File: src/include/dma_ptr_pkg.sv
package dma_ptr_pkg;
  // register byte offsets within the block window
  localparam logic [15:0] TX_PTR_OFF     = 16'h9008;
  localparam logic [15:0] RX_PTR_OFF     = 16'h900c;
  localparam logic [15:0] RX_SIZE_OFF    = 16'h9010;
  localparam logic [15:0] IRQ_STATUS_OFF = 16'h9014;
  localparam logic [15:0] IRQ_CLEAR_OFF  = 16'h9018;
  localparam logic [15:0] IRQ_ENABLE_OFF = 16'h901c;
  localparam logic [15:0] CONTROL_OFF    = 16'h9020;
  // reset values
  localparam logic [31:0] PTR_RESET      = 32'hffffffff;
  localparam logic [15:0] SIZE_RESET     = 16'h05ee;
  // field positions
  localparam int ADDR_BITS = 26;
  localparam int LEN_LSB   = 16;
  // event bits in status / enable / clear
  localparam int EV_TX_DONE  = 0;
  localparam int EV_RX_DONE  = 1;
  localparam int EV_TX_NULL  = 2;
  localparam int EV_RX_NULL  = 3;
  localparam int EV_RX_OVER  = 4;
  localparam int EV_RX_EARLY = 5;
  localparam int NUM_EV      = 6;
  // control bits
  localparam int CTL_TX_EN = 0;
  localparam int CTL_RX_EN = 1;
  localparam int CTL_TX_RS = 2;
  localparam int CTL_RX_RS = 3;
  // axi response codes
  localparam logic [1:0] RESP_OKAY   = 2'h0;
  localparam logic [1:0] RESP_SLVERR = 2'h2;

  // frame-done report from a dma channel
  typedef struct packed {
    logic        done;
    logic [31:0] next_ptr;
  } frame_done_t;

  // receive-side length information from the mac
  typedef struct packed {
    logic        early;
    logic [15:0] length;
    logic        stored;
    logic [15:0] stored_bytes;
  } rx_info_t;
endpackage

File: src/rtl/event_status.sv
// sticky event status with enable mask and write-one-to-clear
module event_status #(
  parameter int N = 6
) (
  input  wire logic         mclk,
  input  wire logic         sys_rst,
  input  wire logic [N-1:0] event_pulse,
  input  wire logic         clear_we,
  input  wire logic [N-1:0] clear_mask,
  input  wire logic [N-1:0] enable_reg,
  output logic      [N-1:0] status_reg,
  output logic              irq
);
  // set wins over clear so an event in the clearing cycle is kept
  genvar i;
  generate
    for (i = 0; i < N; i++) begin : g_bit
      always_ff @(posedge mclk) begin
        if (sys_rst) begin
          status_reg[i] <= 1'b0;
        end else if (event_pulse[i]) begin
          status_reg[i] <= 1'b1;
        end else if (clear_we && clear_mask[i]) begin
          status_reg[i] <= 1'b0;
        end
      end
    end
  endgenerate

  assign irq = |(status_reg & enable_reg);

  a_event_sticky: assert property (@(posedge mclk) disable iff (sys_rst)
    (|event_pulse) |=> (status_reg & $past(event_pulse)) == $past(event_pulse))
    else $error("event lost in status");
endmodule

File: src/rtl/dma_pointers.sv
// The AXI4-Lite interface to the registers was left to the implementer.
module dma_pointers (
  input  wire logic                     mclk,
  input  wire logic                     sys_rst,
  // axi4-lite slave
  input  wire logic [15:0]              s_axi_awaddr,
  input  wire logic                     s_axi_awvalid,
  output logic                          s_axi_awready,
  input  wire logic [31:0]              s_axi_wdata,
  input  wire logic [3:0]               s_axi_wstrb,
  input  wire logic                     s_axi_wvalid,
  output logic                          s_axi_wready,
  output logic [1:0]                    s_axi_bresp,
  output logic                          s_axi_bvalid,
  input  wire logic                     s_axi_bready,
  input  wire logic [15:0]              s_axi_araddr,
  input  wire logic                     s_axi_arvalid,
  output logic                          s_axi_arready,
  output logic [31:0]                   s_axi_rdata,
  output logic [1:0]                    s_axi_rresp,
  output logic                          s_axi_rvalid,
  input  wire logic                     s_axi_rready,
  // dma channel side
  input  wire dma_ptr_pkg::frame_done_t tx_done,
  input  wire dma_ptr_pkg::frame_done_t rx_done,
  input  wire dma_ptr_pkg::rx_info_t    rx_info,
  output logic [25:0]                   tx_desc_addr,
  output logic [25:0]                   rx_desc_addr,
  output logic                          tx_fetch_en,
  output logic                          rx_fetch_en,
  output logic                          tx_null_list_flag,
  output logic                          rx_oversize,
  output logic                          irq
);
  logic [31:0] tx_descriptor_pointer_reg;
  logic [31:0] rx_descriptor_pointer_reg;
  logic [15:0] rx_max_frame_size_reg;
  logic [15:0] rx_current_frame_length_reg;
  logic [3:0]  control_reg;
  logic [5:0]  irq_enable_reg;
  logic [5:0]  irq_status;
  logic [5:0]  event_pulse;
  logic        tx_null_prev_reg;
  logic        rx_null_prev_reg;
  logic        rx_oversize_next;
  logic        aw_held_reg;
  logic        w_held_reg;
  logic [15:0] awaddr_reg;
  logic [31:0] wdata_reg;
  logic [3:0]  wstrb_reg;
  logic        wr_go;
  logic        wr_hit;
  logic        clear_we;
  logic [31:0] rdata_next;
  logic        rd_hit;
  logic        tx_null;
  logic        rx_null;

  // write channel capture: address and data may arrive in either order
  assign s_axi_awready = !aw_held_reg && !s_axi_bvalid;
  assign s_axi_wready  = !w_held_reg && !s_axi_bvalid;
  assign wr_go         = aw_held_reg && w_held_reg && !s_axi_bvalid;

  always_ff @(posedge mclk) begin
    if (sys_rst) begin
      aw_held_reg <= 1'b0;
      w_held_reg  <= 1'b0;
      awaddr_reg  <= 16'h0000;
      wdata_reg   <= 32'h00000000;
      wstrb_reg   <= 4'h0;
    end else begin
      if (s_axi_awvalid && s_axi_awready) begin
        aw_held_reg <= 1'b1;
        awaddr_reg  <= s_axi_awaddr;
      end else if (wr_go) begin
        aw_held_reg <= 1'b0;
      end
      if (s_axi_wvalid && s_axi_wready) begin
        w_held_reg <= 1'b1;
        wdata_reg  <= s_axi_wdata;
        wstrb_reg  <= s_axi_wstrb;
      end else if (wr_go) begin
        w_held_reg <= 1'b0;
      end
    end
  end

  // decode of the held write address; unmapped or read-only gets slverr
  always_comb begin
    wr_hit = 1'b1;
    unique case ({awaddr_reg[15:2], 2'b00})
      dma_ptr_pkg::TX_PTR_OFF,
      dma_ptr_pkg::RX_PTR_OFF,
      dma_ptr_pkg::RX_SIZE_OFF,
      dma_ptr_pkg::IRQ_CLEAR_OFF,
      dma_ptr_pkg::IRQ_ENABLE_OFF,
      dma_ptr_pkg::CONTROL_OFF: wr_hit = 1'b1;
      default: wr_hit = 1'b0;
    endcase
  end

  // write response, held until the master takes it
  always_ff @(posedge mclk) begin
    if (sys_rst) begin
      s_axi_bvalid <= 1'b0;
      s_axi_bresp  <= dma_ptr_pkg::RESP_OKAY;
    end else if (wr_go) begin
      s_axi_bvalid <= 1'b1;
      s_axi_bresp  <= wr_hit ? dma_ptr_pkg::RESP_OKAY
                             : dma_ptr_pkg::RESP_SLVERR;
    end else if (s_axi_bready) begin
      s_axi_bvalid <= 1'b0;
    end
  end

  function automatic logic [31:0] merge(input logic [31:0] old,
                                        input logic [31:0] data,
                                        input logic [3:0]  strb);
    logic [31:0] r;
    r = old;
    for (int b = 0; b < 4; b++) begin
      if (strb[b]) begin
        r[b*8 +: 8] = data[b*8 +: 8];
      end
    end
    return r;
  endfunction

  function automatic logic wr_at(input logic [15:0] off);
    return wr_go && ({awaddr_reg[15:2], 2'b00} == off);
  endfunction

  // tx pointer: software write, else advance after each frame while tx fetching is enabled
  always_ff @(posedge mclk) begin
    if (sys_rst) begin
      tx_descriptor_pointer_reg <= dma_ptr_pkg::PTR_RESET;
    end else if (wr_at(dma_ptr_pkg::TX_PTR_OFF)) begin
      tx_descriptor_pointer_reg <= merge(tx_descriptor_pointer_reg,
                                         wdata_reg, wstrb_reg);
    end else if (tx_done.done && tx_fetch_en) begin
      tx_descriptor_pointer_reg <= tx_done.next_ptr;
    end
  end

  // rx pointer: same scheme as tx
  always_ff @(posedge mclk) begin
    if (sys_rst) begin
      rx_descriptor_pointer_reg <= dma_ptr_pkg::PTR_RESET;
    end else if (wr_at(dma_ptr_pkg::RX_PTR_OFF)) begin
      rx_descriptor_pointer_reg <= merge(rx_descriptor_pointer_reg,
                                         wdata_reg, wstrb_reg);
    end else if (rx_done.done && rx_fetch_en) begin
      rx_descriptor_pointer_reg <= rx_done.next_ptr;
    end
  end

  // max frame size has no documented reset; a plain default keeps x out
  always_ff @(posedge mclk) begin
    if (sys_rst) begin
      rx_max_frame_size_reg <= dma_ptr_pkg::SIZE_RESET;
    end else if (wr_at(dma_ptr_pkg::RX_SIZE_OFF)) begin
      if (wstrb_reg[0]) rx_max_frame_size_reg[7:0] <= wdata_reg[7:0];
      if (wstrb_reg[1]) rx_max_frame_size_reg[15:8] <= wdata_reg[15:8];
    end
  end

  // length latched on the early-notify event, read-only to software
  always_ff @(posedge mclk) begin
    if (sys_rst) begin
      rx_current_frame_length_reg <= 16'h0000;
    end else if (rx_info.early) begin
      rx_current_frame_length_reg <= rx_info.length;
    end
  end

  // control and enable registers; reset bits self-clear
  always_ff @(posedge mclk) begin
    if (sys_rst) begin
      control_reg    <= 4'h0;
      irq_enable_reg <= 6'h00;
    end else begin
      control_reg[dma_ptr_pkg::CTL_TX_RS] <= 1'b0;
      control_reg[dma_ptr_pkg::CTL_RX_RS] <= 1'b0;
      if (wr_at(dma_ptr_pkg::CONTROL_OFF) && wstrb_reg[0]) begin
        control_reg <= wdata_reg[3:0];
      end
      if (wr_at(dma_ptr_pkg::IRQ_ENABLE_OFF) && wstrb_reg[0]) begin
        irq_enable_reg <= wdata_reg[5:0];
      end
    end
  end

  // null detection uses only the address bits
  assign tx_null      = tx_descriptor_pointer_reg[25:0] == 26'h0000000;
  assign rx_null      = rx_descriptor_pointer_reg[25:0] == 26'h0000000;
  assign tx_desc_addr = tx_descriptor_pointer_reg[25:0];
  assign rx_desc_addr = rx_descriptor_pointer_reg[25:0];
  // a null list stops new fetches; buffered data drains outside this block
  assign tx_fetch_en  = control_reg[dma_ptr_pkg::CTL_TX_EN] && !tx_null;
  assign rx_fetch_en  = control_reg[dma_ptr_pkg::CTL_RX_EN] && !rx_null;
  assign rx_oversize_next = rx_info.stored
                         && (rx_info.stored_bytes > rx_max_frame_size_reg);

  // null-list flag: set while pointer null with dma on, cleared by tx reset
  always_ff @(posedge mclk) begin
    if (sys_rst) begin
      tx_null_list_flag <= 1'b0;
    end else if (tx_null && control_reg[dma_ptr_pkg::CTL_TX_EN]) begin
      tx_null_list_flag <= 1'b1;
    end else if (control_reg[dma_ptr_pkg::CTL_TX_RS]) begin
      tx_null_list_flag <= 1'b0;
    end
  end

  // edge memories and oversize flag
  always_ff @(posedge mclk) begin
    if (sys_rst) begin
      tx_null_prev_reg <= 1'b0;
      rx_null_prev_reg <= 1'b0;
      rx_oversize      <= 1'b0;
    end else begin
      tx_null_prev_reg <= tx_null && control_reg[dma_ptr_pkg::CTL_TX_EN];
      rx_null_prev_reg <= rx_null && control_reg[dma_ptr_pkg::CTL_RX_EN];
      rx_oversize      <= rx_oversize_next;
    end
  end

  always_comb begin
    event_pulse = 6'h00;
    event_pulse[dma_ptr_pkg::EV_TX_DONE]  = tx_done.done && tx_fetch_en;
    event_pulse[dma_ptr_pkg::EV_RX_DONE]  = rx_done.done && rx_fetch_en;
    event_pulse[dma_ptr_pkg::EV_TX_NULL]  =
      tx_null && control_reg[dma_ptr_pkg::CTL_TX_EN] && !tx_null_prev_reg;
    event_pulse[dma_ptr_pkg::EV_RX_NULL]  =
      rx_null && control_reg[dma_ptr_pkg::CTL_RX_EN] && !rx_null_prev_reg;
    event_pulse[dma_ptr_pkg::EV_RX_OVER]  = rx_oversize_next;
    event_pulse[dma_ptr_pkg::EV_RX_EARLY] = rx_info.early;
  end

  assign clear_we = wr_at(dma_ptr_pkg::IRQ_CLEAR_OFF) && wstrb_reg[0];

  event_status #(.N(dma_ptr_pkg::NUM_EV)) u_events (
    .mclk        (mclk),
    .sys_rst     (sys_rst),
    .event_pulse (event_pulse),
    .clear_we    (clear_we),
    .clear_mask  (wdata_reg[5:0]),
    .enable_reg  (irq_enable_reg),
    .status_reg  (irq_status),
    .irq         (irq)
  );

  // read mux
  always_comb begin
    rd_hit     = 1'b1;
    rdata_next = 32'h00000000;
    unique case ({s_axi_araddr[15:2], 2'b00})
      dma_ptr_pkg::TX_PTR_OFF:     rdata_next = tx_descriptor_pointer_reg;
      dma_ptr_pkg::RX_PTR_OFF:     rdata_next = rx_descriptor_pointer_reg;
      dma_ptr_pkg::RX_SIZE_OFF:    rdata_next = {rx_current_frame_length_reg,
                                                 rx_max_frame_size_reg};
      dma_ptr_pkg::IRQ_STATUS_OFF: rdata_next = {26'h0, irq_status};
      dma_ptr_pkg::IRQ_CLEAR_OFF:  rdata_next = 32'h00000000;
      dma_ptr_pkg::IRQ_ENABLE_OFF: rdata_next = {26'h0, irq_enable_reg};
      dma_ptr_pkg::CONTROL_OFF:    rdata_next = {27'h0, tx_null_list_flag,
                                                 control_reg};
      default:                     rd_hit = 1'b0;
    endcase
  end

  assign s_axi_arready = !s_axi_rvalid;

  // read data registered, held until taken
  always_ff @(posedge mclk) begin
    if (sys_rst) begin
      s_axi_rvalid <= 1'b0;
      s_axi_rdata  <= 32'h00000000;
      s_axi_rresp  <= dma_ptr_pkg::RESP_OKAY;
    end else if (s_axi_arvalid && s_axi_arready) begin
      s_axi_rvalid <= 1'b1;
      s_axi_rdata  <= rdata_next;
      s_axi_rresp  <= rd_hit ? dma_ptr_pkg::RESP_OKAY
                             : dma_ptr_pkg::RESP_SLVERR;
    end else if (s_axi_rready) begin
      s_axi_rvalid <= 1'b0;
    end
  end

  a_tx_ptr_reset: assert property (@(posedge mclk)
    $past(sys_rst) |-> tx_descriptor_pointer_reg == dma_ptr_pkg::PTR_RESET)
    else $error("tx pointer not all ones after reset");
  a_tx_ptr_advance: assert property (@(posedge mclk)
    disable iff (sys_rst)
    (tx_done.done && tx_fetch_en
     && !wr_at(dma_ptr_pkg::TX_PTR_OFF))
    |=> tx_descriptor_pointer_reg == $past(tx_done.next_ptr))
    else $error("tx pointer did not advance");
  a_rx_ptr_reset: assert property (@(posedge mclk)
    $past(sys_rst) |-> rx_descriptor_pointer_reg == dma_ptr_pkg::PTR_RESET)
    else $error("rx pointer not all ones after reset");
  a_rx_ptr_advance: assert property (@(posedge mclk)
    disable iff (sys_rst)
    (rx_done.done && rx_fetch_en
     && !wr_at(dma_ptr_pkg::RX_PTR_OFF))
    |=> rx_descriptor_pointer_reg == $past(rx_done.next_ptr))
    else $error("rx pointer did not advance");
  a_oversize_flag: assert property (@(posedge mclk)
    disable iff (sys_rst)
    (rx_info.stored && rx_info.stored_bytes > rx_max_frame_size_reg)
    |=> rx_oversize && irq_status[dma_ptr_pkg::EV_RX_OVER])
    else $error("oversize not reported");
  a_length_latch: assert property (@(posedge mclk)
    disable iff (sys_rst)
    rx_info.early |=> rx_current_frame_length_reg == $past(rx_info.length)
                      && irq_status[dma_ptr_pkg::EV_RX_EARLY])
    else $error("frame length not latched on early notify");
  a_null_stops: assert property (@(posedge mclk)
    disable iff (sys_rst)
    (tx_descriptor_pointer_reg[25:0] == 26'h0) |-> !tx_fetch_en)
    else $error("tx fetch enabled with null pointer");
  a_null_flag_set: assert property (@(posedge mclk)
    disable iff (sys_rst)
    (tx_null && control_reg[dma_ptr_pkg::CTL_TX_EN]) |=> tx_null_list_flag)
    else $error("null list flag not set");
  a_addr_low_bits: assert property (@(posedge mclk)
    disable iff (sys_rst)
    (wr_at(dma_ptr_pkg::TX_PTR_OFF) && wstrb_reg == 4'hf)
    |=> tx_desc_addr == $past(wdata_reg[25:0]))
    else $error("tx address is not the low written pointer bits");
endmodule

File: config.mk
export PLATFORM = sky130hd
export DESIGN_NAME = dma_pointers
export DESIGN_NICKNAME = d
export VERILOG_FILES = /design/src/include/dma_ptr_pkg.sv /design/src/rtl/event_status.sv /design/src/rtl/dma_pointers.sv
export SDC_FILE = /design/constraint.sdc
export NUM_CORES = 1
export LEC_CHECK = 0
export BUFFER_PORTS_ARGS = -buffer_cell sky130_fd_sc_hd__buf_4
export CORE_MARGIN = 2
export CORE_UTILIZATION = 42
export CTS_BUF_LIST = sky130_fd_sc_hd__clkbuf_4 sky130_fd_sc_hd__clkbuf_8 sky130_fd_sc_hd__clkbuf_16
export DETAILED_ROUTE_END_ITERATION = 7
export PLACE_DENSITY_LB_ADDON = 0.3
export SLEW_MARGIN = 20
export SYNTH_ARGS = -nofsm -noshare
export SYNTH_HDL_FRONTEND = slang
export SYNTH_SLANG_ARGS = --single-unit
File: constraint.sdc
create_clock -name mclk -period 3.7 [get_ports mclk]
set_clock_uncertainty 0.15 [all_clocks]
set_input_delay 0.185 -clock mclk [delete_from_list [all_inputs] [get_ports mclk]]
set_output_delay 0.185 -clock mclk [all_outputs]
set_load 0.03 [all_outputs]
==> run summary <==
run status: complete, no violations
H-tree Lvls: 1
filler cell count: 2066
CP Capture Type: flip-flop
Slew @ Worst Pin: 1.12 ns
num ports: 273
Synth Register Bits: 204
Netlist cell types: 56
Vias/cell: 5.43
hold_sp: rx_info[33]
worst-path fanout max: 27
Worst-path clk slew: 0.06 ns
RR Endpoint: tx_descriptor_pointer_reg[29]$_SDFFE_PP1P_
Synth Area per Inst: 8.77 um2
GRT Residual Overflow: 0
CP peak stage delay: 0.54 ns
RSZ-0062 raised after global routing: no
Post-Syn Instances: 1141
fmax: 367 MHz
endpoints failing setup: 0
Final Critical Period: 2.73 ns
worst skew pair latency: 0.52 ns
post-CTS setup buffer count: 0
clk sinks: 204
largest net degree at the start of global routing: 64
Worst path top cell family by delay: simple AND/OR/NAND/NOR gates
Reg2Reg Depth: 6
Static Leak: 6.04 nW
Antenna Nets Post-Route: 0
Critical Path RT: 3.93 ns
Final Total Pwr: 5.21 mW
CTS Buffer Depth: 3
drt drc: 0
Num CTS Buffers: 23
Synth area leaders: dfxtp_1, mux2i_1, nand2_1, a22oi_1, a21oi_1
Area after DPL: 0.0118 mm2
DRT iter0 DRCs: 776
maxcap violations: 0
PwrDens: 374 mW/mm2
Worst setup SP type: flip-flop
Hold Crit Class: primary input to flip-flop
post-cts sizing count: 0
register area share after synthesis: 40.8%
synthesized area: 0.0100 mm2
num rows: 56
CTS Hold Buffers Added: 140
EDFF count, synth: 0
end of the worst hold path: rx_current_frame_length_reg[10]$_SDFFE_PP0P_
CTS tree: built
Setup WS post-layout: 0.972 ns
max_slew headroom: 25.2%
ys async rst share: 0%
I/O Buffers: 266
Layout Cells excl Fill: 1797
maximum VDD drop: 0.337 mV
Setup WS pre-CTS: 1.08 ns
worst r2r src: tx_descriptor_pointer_reg[21]$_SDFFE_PP1P_
Core Box Area: 0.0234 mm2
RePlAce Congestion: 0.904
flop-to-flop setup slack: 0.97 ns
vias in the first global route: 9254
gr usage total: 27.0%
Layout area overhead: 39.4%
slowest cell on the critical path: o211ai_4
arrival time worst endpoint: 2.96 ns
dpl cells: 1616
die area: 0.0251 mm2
ys flop type: dfxtp_1
critical-path cell list: nor4_1 > nand4_1 > o211ai_4 > buf_12 > mux2i_1 > a22oi_1
Warnings, synthesis: 0
die width: 158 um
fin nets: 1653
Setup TNS Final: 0 ns
Setup CP Type: flip-flop to flip-flop
final instance area: 0.0139 mm2
fin. max-slew vios: 0
chip height: 158 um
routed vias: 9754
Initial Util: 42.8%
WP buf/inv: 1
post-DR wirelength/cell: 19.8 um
drt first pass iters: 5
Post-Route WL: 35600 um
initial antenna violation count: 2
Hold Fails Final Rpt: 0
first-pass GRT wire length: 52300 um
Hold Path Stages: 3
fraction of layout cells with a size suffix above 1: 23.5%
period utilisation layout: 73.7%
top cell type's share of synthesized area: 40.8%
clock root buffer: clkbuf_16
hpwl dp: 24500 um
Yosys top cell by area: dfxtp_1
==> layer usage <==
layer	vias up	track usage [%]	wire, um
met5	-	0	0
met4	0	8.24	980
met3	69	4.41	2290
met2	386	42.5	16100
met1	4657	38.0	16200
li1	4642	-	-
==> metrics by stage <==
step	hold WS (ns)	util (%)
floorplan	0.134	-
global placement	0.223	50.5
detailed placement	0.227	50.5
CTS	0.000270	59.6
global route	0.00125	59.6
finish	0.00731	59.6
==> tightest hold or removal path, cell delays in order <==
cell	delay, ns
buf_4	0.22
mux2i_1	0.15
nor2_1	0.07
==> final cells by class <==
class	count	area, um2	share of cell area [%]
tap	319	399	2.86
clock buffer	34	683	4.90
clock inverter	4	48.8	0.350
inverter	26	97.6	0.700
multi-input combinational	779	5050	36.2
timing repair buffer	428	3580	25.6
antenna	3	7.51	0.0538
sequential	204	4080	29.3
==> synthesized netlist by cell type, types with 12 or more instances <==
cell type and instances:
dfxtp_1 204, nand2_1 190, mux2i_1 151, a21oi_1 96, a22oi_1 79, nor2_1 76
buf_4 57, clkbuf_1 48, o21ai_0 34, inv_1 26, a32oi_1 20, buf_2 16
ha_1 16, nor4_1 12
==> how the worst max path moves through the flow <==
stage                                                from                                          to  slack, ns  cells after the start
2_1_floorplan                   s_axi_bvalid$_SDFFE_PP0P_                  wdata_reg[22]$_SDFFE_PP0P_       1.62                      6
3_3_place_gp   tx_descriptor_pointer_reg[20]$_SDFFE_PP1P_  tx_descriptor_pointer_reg[27]$_SDFFE_PP1P_       1.14                      6
3_5_place_dp   tx_descriptor_pointer_reg[20]$_SDFFE_PP1P_  tx_descriptor_pointer_reg[17]$_SDFFE_PP1P_       1.08                      6
4_1_cts            rx_max_frame_size_reg[14]$_SDFFE_PP0P_                      rx_oversize$_SDFF_PP0_       1.04                      8
5_1_grt        tx_descriptor_pointer_reg[21]$_SDFFE_PP1P_  tx_descriptor_pointer_reg[26]$_SDFFE_PP1P_       0.86                      6
6_report       tx_descriptor_pointer_reg[21]$_SDFFE_PP1P_  tx_descriptor_pointer_reg[29]$_SDFFE_PP1P_       0.97                      6
==> power breakdown <==
group | leakage, nW | internal (mW) | switching (mW)
Sequential | 1.66 | 2.26 | 0.0734
Combinational | 4.01 | 0.346 | 0.297
Clock | 0.371 | 1.34 | 0.902
Total | 6.04 | 3.94 | 1.27
==> cells in the final DEF, fill, tap and decap left out, drive strengths merged, types with 9 or more instances in the layout <==
| master | count |
|---|---|
| o21ai | 43 |
| a32oi | 20 |
| inv | 27 |
| nor4 | 14 |
| mux2i | 151 |
| a21oi | 96 |
| nor2 | 76 |
| nand4 | 9 |
| nand2 | 190 |
| nor3 | 9 |
| ha | 16 |
| dlygate4sd3 | 140 |
| clkbuf | 34 |
| buf | 288 |
| dfxtp | 204 |
| a22oi | 79 |
==> cells by family (layout without fill, tap and decap cells) <==
| family | after synthesis | after routing | synth area share (%) |
|---|---|---|---|
| AO/OA/AOI/OAI | 264 | 264 | 16.8 |
| adder cells (fa/ha/maj) | 16 | 16 | 2.00 |
| buffers and inverters | 159 | 492 | 9.01 |
| flip-flops | 204 | 204 | 40.8 |
| multiplexers | 155 | 155 | 15.6 |
| other | 1 | 5 | 0.0375 |
| AND/OR/NAND/NOR | 342 | 342 | 15.8 |
No activity file was read; power rests on OpenSTA's default activity.
